File: config.mk
export PLATFORM = sky130hd
export DESIGN_NAME = compact_timer
export DESIGN_NICKNAME = d
export VERILOG_FILES = /design/src/core/ctimer_pkg.sv /design/src/core/ctimer_prescale.sv /design/src/core/ctimer_regs.sv /design/src/core/compact_timer.sv
export SDC_FILE = /design/constraint.sdc
export NUM_CORES = 1
export LEC_CHECK = 0
export BUFFER_PORTS_ARGS = -buffer_cell sky130_fd_sc_hd__buf_2
export CAP_MARGIN = 5
export CORE_MARGIN = 3
export CORE_UTILIZATION = 25
export CTS_BUF_LIST = sky130_fd_sc_hd__clkbuf_16
export CTS_CLUSTER_DIAMETER = 100
export DETAILED_ROUTE_END_ITERATION = 8
export GPL_ROUTABILITY_DRIVEN = 0
export SYNTH_ARGS = -nofsm -noshare
export SYNTH_HDL_FRONTEND = slang
export SYNTH_SLANG_ARGS = --single-unit
File: constraint.sdc
create_clock -name clk_in -period 5.35 [get_ports clk_in]
set_clock_uncertainty 0.2 [all_clocks]
set_input_delay 0.535 -clock clk_in [delete_from_list [all_inputs] [get_ports clk_in]]
set_output_delay 0.535 -clock clk_in [all_outputs]
set_load 0.01 [all_outputs]
File: src/core/ctimer_pkg.sv
// Constants shared by the compact timer design files
package ctimer_pkg;
	localparam logic [2:0] ADDR_CONTROL_ZERO = 3'h0;
	localparam logic [2:0] ADDR_CONTROL_ONE = 3'h1;
	localparam logic [2:0] ADDR_COUNT_LOW = 3'h2;
	localparam logic [2:0] ADDR_COUNT_HIGH = 3'h3;
	localparam logic [2:0] ADDR_CMPA_LOW = 3'h4;
	localparam logic [2:0] ADDR_CMPA_HIGH = 3'h5;
	localparam logic [2:0] ADDR_PERIOD = 3'h6;
	localparam int CZ_PAUSE_BIT = 7;
	localparam int CZ_CLKSEL_LSB = 4;
	localparam int CZ_ENABLE_BIT = 3;
	localparam int CO_MODE_LSB = 6;
	localparam int CO_FUNC_LSB = 4;
	localparam int CO_INIT_BIT = 3;
	localparam int CO_INVERT_BIT = 2;
	localparam int CO_SWAP_BIT = 1;
	localparam int CO_CLRSEL_BIT = 0;
	localparam logic [7:0] CONTROL_ZERO_MASK = 8'hF8;
	localparam logic [7:0] BYTE_RESET = 8'h00;
	localparam logic [15:0] COUNT_RESET = 16'h0000;
	localparam logic [15:0] COUNT_MAX = 16'hFFFF;
	localparam logic [1:0] MODE_COMPARE = 2'h0;
	localparam logic [1:0] MODE_PWM = 2'h2;
	localparam logic [1:0] MODE_TIMER = 2'h3;
	localparam logic [1:0] FUNC_NONE = 2'h0;
	localparam logic [1:0] FUNC_LOW = 2'h1;
	localparam logic [1:0] FUNC_HIGH = 2'h2;
	localparam logic [1:0] FUNC_TOGGLE = 2'h3;
	localparam logic [2:0] CLK_SYS_DIV4 = 3'h0;
	localparam logic [2:0] CLK_SYS = 3'h1;
	localparam logic [2:0] CLK_H_DIV16 = 3'h2;
	localparam logic [2:0] CLK_H_DIV64 = 3'h3;
	localparam logic [2:0] CLK_SUB_A = 3'h4;
	localparam logic [2:0] CLK_SUB_B = 3'h5;
	localparam logic [2:0] CLK_PIN_RISE = 3'h6;
	localparam logic [2:0] CLK_PIN_FALL = 3'h7;
	localparam logic [5:0] SUB_DIV_COUNT = 6'h3F;
	localparam int PRESCALE_WIDTH = 6;
	typedef enum logic [1:0] {
		RUN_IDLE = 2'b00,
		RUN_COUNT = 2'b01,
		RUN_PAUSED = 2'b11
	} run_state_t;
endpackage : ctimer_pkg

File: src/core/ctimer_prescale.sv
// Count clock selection: internal divided rates and the external pin
`timescale 1ns/1ps
module ctimer_prescale
	import ctimer_pkg::*;
(
	input wire logic clk_in, // System clock
	input wire logic rstn_in, // Synchronous reset, active low
	input wire logic [2:0] select_in, // Count clock source code
	input wire logic pin_in, // External count pin, asynchronous
	output logic tick_out // One-cycle count enable
);
	typedef struct packed {
		logic [PRESCALE_WIDTH-1:0] div;
		logic [PRESCALE_WIDTH-1:0] sub;
		logic pin_meta;
		logic pin_sync;
		logic pin_last;
		logic tick;
	} pre_state_t;
	pre_state_t st, next_st;
	logic sub_wrap;

	always_comb begin
		next_st = st;
		next_st.div = st.div + 6'h01;
		sub_wrap = (st.sub == SUB_DIV_COUNT);
		next_st.sub = sub_wrap ? 6'h00 : st.sub + 6'h01;
		next_st.pin_meta = pin_in;
		next_st.pin_sync = st.pin_meta;
		next_st.pin_last = st.pin_sync;
		// Dividers stand in for the other internal oscillators
		case (select_in)
			CLK_SYS_DIV4: next_st.tick = (st.div[1:0] == 2'h3);
			CLK_SYS: next_st.tick = 1'b1;
			CLK_H_DIV16: next_st.tick = (st.div[3:0] == 4'hF);
			CLK_H_DIV64: next_st.tick = (st.div == 6'h3F);
			CLK_SUB_A, CLK_SUB_B: next_st.tick = sub_wrap;
			CLK_PIN_RISE: next_st.tick = st.pin_sync & ~st.pin_last;
			CLK_PIN_FALL: next_st.tick = ~st.pin_sync & st.pin_last;
			default: next_st.tick = 1'b0;
		endcase
	end

	always_ff @(posedge clk_in) begin
		if (!rstn_in) begin
			st <= '0;
		end else begin
			st <= next_st;
		end
	end

	assign tick_out = st.tick;
endmodule : ctimer_prescale

File: src/core/ctimer_regs.sv
// Byte register file of the compact timer
`timescale 1ns/1ps
module ctimer_regs
	import ctimer_pkg::*;
(
	input wire logic clk_in, // System clock
	input wire logic rstn_in, // Synchronous reset, active low
	input wire logic [2:0] addr_in, // Register address
	input wire logic [7:0] wdata_in, // Write data
	input wire logic wr_in, // Write strobe
	input wire logic rd_in, // Read strobe
	input wire logic [15:0] count_in, // Live counter value
	output logic [7:0] rdata_out, // Read data, one cycle later
	output logic [7:0] control_zero_out, // Enable, pause, clock select
	output logic [7:0] control_one_out, // Mode and output control
	output logic [15:0] compare_a_out, // Comparator A value
	output logic [7:0] period_out // Comparator P value
);
	typedef struct packed {
		logic [7:0] control_zero;
		logic [7:0] control_one;
		logic [15:0] compare_a;
		logic [7:0] period;
		logic [7:0] rdata;
	} reg_state_t;
	reg_state_t st, next_st;

	always_comb begin
		next_st = st;
		next_st.rdata = BYTE_RESET;
		if (wr_in) begin
			case (addr_in)
				ADDR_CONTROL_ZERO:
					next_st.control_zero = wdata_in & CONTROL_ZERO_MASK;
				ADDR_CONTROL_ONE: next_st.control_one = wdata_in;
				ADDR_CMPA_LOW: next_st.compare_a[7:0] = wdata_in;
				ADDR_CMPA_HIGH: next_st.compare_a[15:8] = wdata_in;
				ADDR_PERIOD: next_st.period = wdata_in;
				default: next_st.period = st.period;
			endcase
		end
		if (rd_in) begin
			case (addr_in)
				ADDR_CONTROL_ZERO: next_st.rdata = st.control_zero;
				ADDR_CONTROL_ONE: next_st.rdata = st.control_one;
				ADDR_COUNT_LOW: next_st.rdata = count_in[7:0];
				ADDR_COUNT_HIGH: next_st.rdata = count_in[15:8];
				ADDR_CMPA_LOW: next_st.rdata = st.compare_a[7:0];
				ADDR_CMPA_HIGH: next_st.rdata = st.compare_a[15:8];
				ADDR_PERIOD: next_st.rdata = st.period;
				default: next_st.rdata = BYTE_RESET;
			endcase
		end
	end

	always_ff @(posedge clk_in) begin
		if (!rstn_in) begin
			st <= '0;
		end else begin
			st <= next_st;
		end
	end

	assign rdata_out = st.rdata;
	assign control_zero_out = st.control_zero;
	assign control_one_out = st.control_one;
	assign compare_a_out = st.compare_a;
	assign period_out = st.period;
endmodule : ctimer_regs

File: src/core/compact_timer.sv
// Top of the 16-bit compact timer with compare and PWM output
// Overview of operation
// - Counter readable as two zero-reset bytes
// - Compare A value: two RW bytes, reset zero
// - Period byte compared with counter high byte
// - Period N gives 256N clocks, zero 65536
// - Mode 00: compare output, three clear sources
// - Clear-select low: P match clears, flags both
// - Clear-select high: A match clears, A flag only
// - Compare A zero: overflow, no A flag
// - Compare mode pin changes on A only
// - Function field: high, low, toggle, none
// - Enable rise sets compare pin to initial level, PWM pin to its inverse
// - Mode 11 like compare mode, pin idle
// - Mode 10 PWM ignores clear-select
// - Swap zero: period from P, duty A
// - Duty at or above period gives 100%
// - Swap one: period from A, duty P
// - PWM raises a flag per comparator
// - PWM level, function and polarity controls
// - PWM counting continues while pin forced
// - Compare codes 01 low, 10 high, 11 toggle
// - Enable rise zeroes counter; fall keeps it
// - Pause holds counter, release resumes
// - Clock select: internal rates or pin edges
`timescale 1ns/1ps
module compact_timer
	import ctimer_pkg::*;
(
	input wire logic clk_in, // 125 MHz system clock
	input wire logic rstn_in, // Synchronous reset, active low
	input wire logic [2:0] addr_in, // Register address
	input wire logic [7:0] wdata_in, // Register write data
	input wire logic wr_in, // Write strobe
	input wire logic rd_in, // Read strobe
	input wire logic external_count_pin_in, // External count clock pin
	output logic [7:0] rdata_out, // Read data
	output logic timer_output_pin_out, // Timer output level
	output logic timer_output_active_out, // High while pin is used
	output logic match_a_flag_out, // One-cycle comparator A event
	output logic match_p_flag_out // One-cycle comparator P event
);
	typedef struct packed {
		run_state_t run;
		logic [15:0] count;
		logic enable_last;
		logic cmp_level;
		logic pwm_level;
		logic pin;
		logic pin_active;
		logic flag_a;
		logic flag_p;
	} top_state_t;
	top_state_t st, next_st;

	logic [7:0] control_zero;
	logic [7:0] control_one;
	logic [15:0] compare_a;
	logic [7:0] period;
	logic tick;
	logic enable;
	logic pause;
	logic [1:0] mode;
	logic [1:0] func;
	logic init_level;
	logic invert;
	logic swap;
	logic clear_sel;
	logic [15:0] next_count;
	logic a_hit;
	logic p_hit;
	logic wrap;
	logic clear_now;
	logic raise_a;
	logic raise_p;
	logic [16:0] duty_end;
	logic [16:0] period_len;
	logic duty_on;
	logic pwm_raw;

	ctimer_regs u_regs (
		.clk_in(clk_in),
		.rstn_in(rstn_in),
		.addr_in(addr_in),
		.wdata_in(wdata_in),
		.wr_in(wr_in),
		.rd_in(rd_in),
		.count_in(st.count),
		.rdata_out(rdata_out),
		.control_zero_out(control_zero),
		.control_one_out(control_one),
		.compare_a_out(compare_a),
		.period_out(period)
	);

	ctimer_prescale u_prescale (
		.clk_in(clk_in),
		.rstn_in(rstn_in),
		.select_in(control_zero[CZ_CLKSEL_LSB +: 3]),
		.pin_in(external_count_pin_in),
		.tick_out(tick)
	);

	// Length of a period-register interval; zero means the full range
	function automatic logic [16:0] period_span(input logic [7:0] value);
		period_span = (value == 8'h00) ? 17'h10000 : {1'b0, value, 8'h00};
	endfunction : period_span

	always_comb begin
		enable = control_zero[CZ_ENABLE_BIT];
		pause = control_zero[CZ_PAUSE_BIT];
		mode = control_one[CO_MODE_LSB +: 2];
		func = control_one[CO_FUNC_LSB +: 2];
		init_level = control_one[CO_INIT_BIT];
		invert = control_one[CO_INVERT_BIT];
		swap = control_one[CO_SWAP_BIT];
		clear_sel = control_one[CO_CLRSEL_BIT];
		next_count = st.count + 16'h0001;
		wrap = (st.count == COUNT_MAX);
		// Compare on the value the counter is about to take
		a_hit = (compare_a != COUNT_RESET) && (next_count == compare_a);
		p_hit = (period != BYTE_RESET) && (next_count[7:0] == 8'h00)
			&& (next_count[15:8] == period);
		raise_a = 1'b0;
		raise_p = 1'b0;
		clear_now = 1'b0;
		if (mode == MODE_PWM) begin
			// Clear-select is ignored here; swap picks the clearing side
			raise_a = a_hit;
			raise_p = p_hit || (period == BYTE_RESET && wrap);
			clear_now = swap ? a_hit : raise_p;
		end else if (clear_sel) begin
			raise_a = a_hit;
			clear_now = a_hit;
		end else begin
			raise_a = a_hit;
			raise_p = p_hit || (period == BYTE_RESET && wrap);
			clear_now = raise_p;
		end
		// PWM duty: active while the counter is below the duty end
		duty_end = swap ? period_span(period) : {1'b0, compare_a};
		period_len = swap ? {1'b0, compare_a} : period_span(period);
		duty_on = ({1'b0, st.count} < duty_end)
			|| (duty_end >= period_len);
		pwm_raw = duty_on ? init_level : ~init_level;

		next_st = st;
		next_st.enable_last = enable;
		next_st.flag_a = 1'b0;
		next_st.flag_p = 1'b0;
		case (st.run)
			RUN_IDLE: begin
				if (enable) begin
					next_st.run = pause ? RUN_PAUSED : RUN_COUNT;
				end
			end
			RUN_COUNT: begin
				if (!enable) begin
					next_st.run = RUN_IDLE;
				end else if (pause) begin
					next_st.run = RUN_PAUSED;
				end else if (tick) begin
					next_st.count = clear_now ? COUNT_RESET : next_count;
					next_st.flag_a = raise_a;
					next_st.flag_p = raise_p;
					if (raise_a && mode == MODE_COMPARE) begin
						case (func)
							FUNC_LOW: next_st.cmp_level = 1'b0;
							FUNC_HIGH: next_st.cmp_level = 1'b1;
							FUNC_TOGGLE: next_st.cmp_level = ~st.cmp_level;
							default: next_st.cmp_level = st.cmp_level;
						endcase
					end
				end
			end
			RUN_PAUSED: begin
				if (!enable) begin
					next_st.run = RUN_IDLE;
				end else if (!pause) begin
					next_st.run = RUN_COUNT;
				end
			end
			default: next_st.run = RUN_IDLE;
		endcase
		if (enable && !st.enable_last) begin
			next_st.count = COUNT_RESET;
			next_st.cmp_level = init_level;
			next_st.flag_a = 1'b0;
			next_st.flag_p = 1'b0;
		end
		// PWM waveform tracks the counter only for function 10; other codes force a level
		case (func)
			FUNC_NONE: next_st.pwm_level = ~init_level;
			FUNC_LOW: next_st.pwm_level = init_level;
			FUNC_HIGH: next_st.pwm_level = pwm_raw;
			default: next_st.pwm_level = ~init_level;
		endcase
		if (enable && !st.enable_last) begin
			next_st.pwm_level = ~init_level;
		end
		case (mode)
			MODE_COMPARE: begin
				next_st.pin = next_st.cmp_level ^ invert;
				next_st.pin_active = 1'b1;
			end
			MODE_PWM: begin
				next_st.pin = next_st.pwm_level ^ invert;
				next_st.pin_active = 1'b1;
			end
			default: begin
				next_st.pin = 1'b0;
				next_st.pin_active = 1'b0;
			end
		endcase
	end

	always_ff @(posedge clk_in) begin
		if (!rstn_in) begin
			st <= '0;
		end else begin
			st <= next_st;
		end
	end

	assign timer_output_pin_out = st.pin;
	assign timer_output_active_out = st.pin_active;
	assign match_a_flag_out = st.flag_a;
	assign match_p_flag_out = st.flag_p;
endmodule : compact_timer

==> results.py <==
metrics = {
    "setup_path": {
        "worst_ep_arrival_time_ps": 4230,
        "reg2reg_slack_ps": 1150,
        "crit_buf_inv": 0,
        "path_max_fanout": 21,
        "critPathLaunchType": "flop",
        "path_class": "flop to flop",
        "cp.required_ps": 5370,
        "endpoint_kind": "flop",
        "cp_slowest_cell": "dfxtp_1",
        "critPathTopFamily": "simple AND/OR/NAND/NOR gates",
        "cpPeakStageDelay_ps": 730,
        "crit_chain": "nand4_2, nor4_1, xnor2_1, o2111ai_1, or4b_1, or3_1, a22o_1, a41oi_1, a31oi_1",
    },
    "logic_synthesis": {
        "synth_common_cells": "nand2_1 (113), dfxtp_1 (85), nor2_1 (41), a21boi_0 (35), clkbuf_1 (35)",
        "yosysSeqAreaShare_pct": 28.6,
        "synthArstFlopShare_pct": 0,
        "synth_top_area_share_pct": 28.6,
        "syn_area_per_cell_um2": 8.01,
        "synth_area_um2": 5950,
        "yosysUniqueCellTypes": 73,
        "synth_edf_count": 0,
        "syn_inst": 743,
        "synth_flop_cell": "dfxtp_1",
        "ys_top_cells_by_area": "dfxtp_1 (29%), nand2_1 (7.1%), ha_1 (5.5%), mux2i_1 (4.7%), a21boi_0 (4.4%)",
        "synth_warnings": 0,
        "synth-seq-cells": 85,
        "synth_most_common_cell": "nand2_1",
        "netlist.top_cell.by_area": "dfxtp_1",
        "syn_nets": 785,
    },
    "timing": {
        "timing.final.crit_share_pct": 78.6,
        "setup_viol": 0,
        "maxSlewViolCount": 0,
        "fin_setup_tns_ps": 0,
        "fin_crit_ps": 4200,
        "max_freq_mhz": 238,
        "worst_slew_pin_slew_ps": 940,
        "hold_viol": 0,
        "hold_ws_ps": 190,
        "slew_headroom_pct": 36.8,
        "grt_setup_unrepaired": "false",
    },
    "power": {
        "peakVddDrop_mv": 0.226,
        "power.density_nw_per_um2": 214,
        "leakagePower_nw": 2.36,
    },
    "die": {
        "ios": 28,
        "die_w_um": 160,
        "die_y_um": 160,
        "core_um2": 23000,
        "dieArea_um2": 25700,
        "row_count": 55,
        "start_util_pct": 25.9,
    },
    "global_route": {
        "grt_start_max_net_pins": 57,
        "grt_use_met1_pct": 19.1,
        "gr-total-overflow": 0,
        "top_usage_layer": "met2",
        "grt_pass1_wl_mm": 28.5,
        "grt.met3_usage_pct": 3.53,
        "grt_pass1_vias": 5031,
        "grt_usage_pct": 13.8,
        "antenna_found_initial": 0,
        "grtUsageMet2_pct": 21.3,
    },
    "clock_tree": {
        "htree_levels": 3,
        "cts_max_path_buffers": 2,
        "post_cts_buffers": 0,
        "cts_hold_buffers": 0,
        "root_buffer": "clkbuf_16",
        "cts_tree": "done",
        "clk_latency_ps": 350,
        "path_clk_slew_ps": 70,
        "post_cts_resized": 0,
        "cts-buffers-inserted": 9,
        "cts_sinks": 85,
    },
    "placement": {
        "dp_hpwl_mm": 13.2,
        "numPortBuffers": 27,
        "dp_cells": 1037,
    },
    "routing": {
        "routed_wl_mm": 17.9,
        "drt-initial-drc-count": 603,
        "vias": 5491,
        "wl_per_cell_um": 17.0,
        "drc": 0,
        "dr.pass1.iters": 5,
        "vias_per_cell": 5.21,
        "route.antenna.remaining_nets": 0,
    },
    "min_path": {
        "min_path_type": "input pin to flop",
    },
    "final_layout": {
        "nNetsFinal": 777,
        "fillers": 2492,
        "final_cells": 1053,
        "syn_to_final_growth_pct": 10.1,
        "n_antenna_cell": 0,
        "drive_gt1_share_pct": 9.73,
    },
    "outcome": {
        "outcome": "completed",
    },
    "run": {
        "drv_cap": 0,
    },
}
-- final timing paths --
| kind | start | end | cells after the start |
|---|---|---|---|
| hold / removal | external_count_pin_in | u_prescale.next_st[2] | 2 |
| setup reg to reg | st[12] | st[19] | 9 |
| setup / recovery | st[12] | st[19] | 9 |
| hold reg to reg | u_prescale.next_st[2] | u_prescale.next_st[1] | 1 |
-- metal layers --
metal / vias to the layer above / routed length (um)
met5: - / 0
met4: 0 / 524
met3: 45 / 1450
met2: 242 / 7800
met1: 2548 / 8100
li1: 2656 / -
-- layout by cell type, fill, tap and decap left out, drive strengths merged, types with 3 or more instances in the layout --
cell / count
and4: 5
nand3: 28
nor4: 13
buf: 34
dfxtp: 85
nand2b: 18
a22oi: 4
a21boi: 37
clkbuf: 9
nand3b: 6
and2: 15
mux2i: 28
a221oi: 8
xor2: 14
a211oi: 9
and3: 15
or3: 3
or4: 3
ha: 26
xnor2: 28
mux2: 11
o211ai: 3
a21o: 3
a31oi: 22
a2111oi: 4
nor3: 16
a21oi: 16
nor2: 41
o21ai: 27
nand4: 13
nor2b: 18
nor4b: 3
nand2: 113
a41oi: 3
inv: 22
-- state kept, by name, summed over array words and instances (netlist names) --
signal	flops
u_regs.period_out	8
u_regs.rdata_out	8
timer_output_active_out	1
u_regs.control_zero_out	5
u_prescale.next_st	2
u_prescale.tick_out	1
match_p_flag_out	1
u_regs.compare_a_out	16
timer_output_pin_out	1
st	20
match_a_flag_out	1
u_prescale.st	13
u_regs.control_one_out	8
-- power by group --
part           total (W)  switching (W)  leakage (nW)  internal (W)
sequential      0.000663      0.0000170         0.689      0.000646
clock           0.000601       0.000283         0.145      0.000318
combinational   0.000141      0.0000855          1.53     0.0000554
-- per-stage QoR --
| step | total power [W] | setup WS (ps) | util [%] | instance area, um2 |
|---|---|---|---|---|
| floorplan | 0.000770 | 1640 | - | 5950 |
| global placement | 0.000815 | 1320 | 27.3 | 6280 |
| detailed placement | 0.000816 | 1220 | 27.3 | 6280 |
| CTS | 0.00142 | 1210 | 28.5 | 6550 |
| global route | 0.00146 | 852 | 28.5 | 6550 |
| finish | 0.00140 | 1150 | 28.5 | 6550 |
-- area by class of cell --
cell class / instances / area [um2] / share of cell area, %
Clock buffer: 9 / 225 / 3.44
Inverter: 17 / 63.8 / 0.974
Sequential cell: 85 / 1700 / 26.0
Timing Repair Buffer: 34 / 188 / 2.86
Tap cell: 313 / 392 / 5.98
Clock inverter: 7 / 50.0 / 0.764
Multi-Input combinational cell: 588 / 3930 / 60.0
-- cell families after synthesis --
logic type      Yosys count  share of synthesized area, %
simple gates            321                          28.0
xor+xnor                 43                          6.56
mux                      41                          7.55
fa+ha+maj                27                          5.63
flops                    85                          28.6
compound gates          156                          18.3
buf+inv                  70                          5.36
Power figures use the tool's default switching activity.
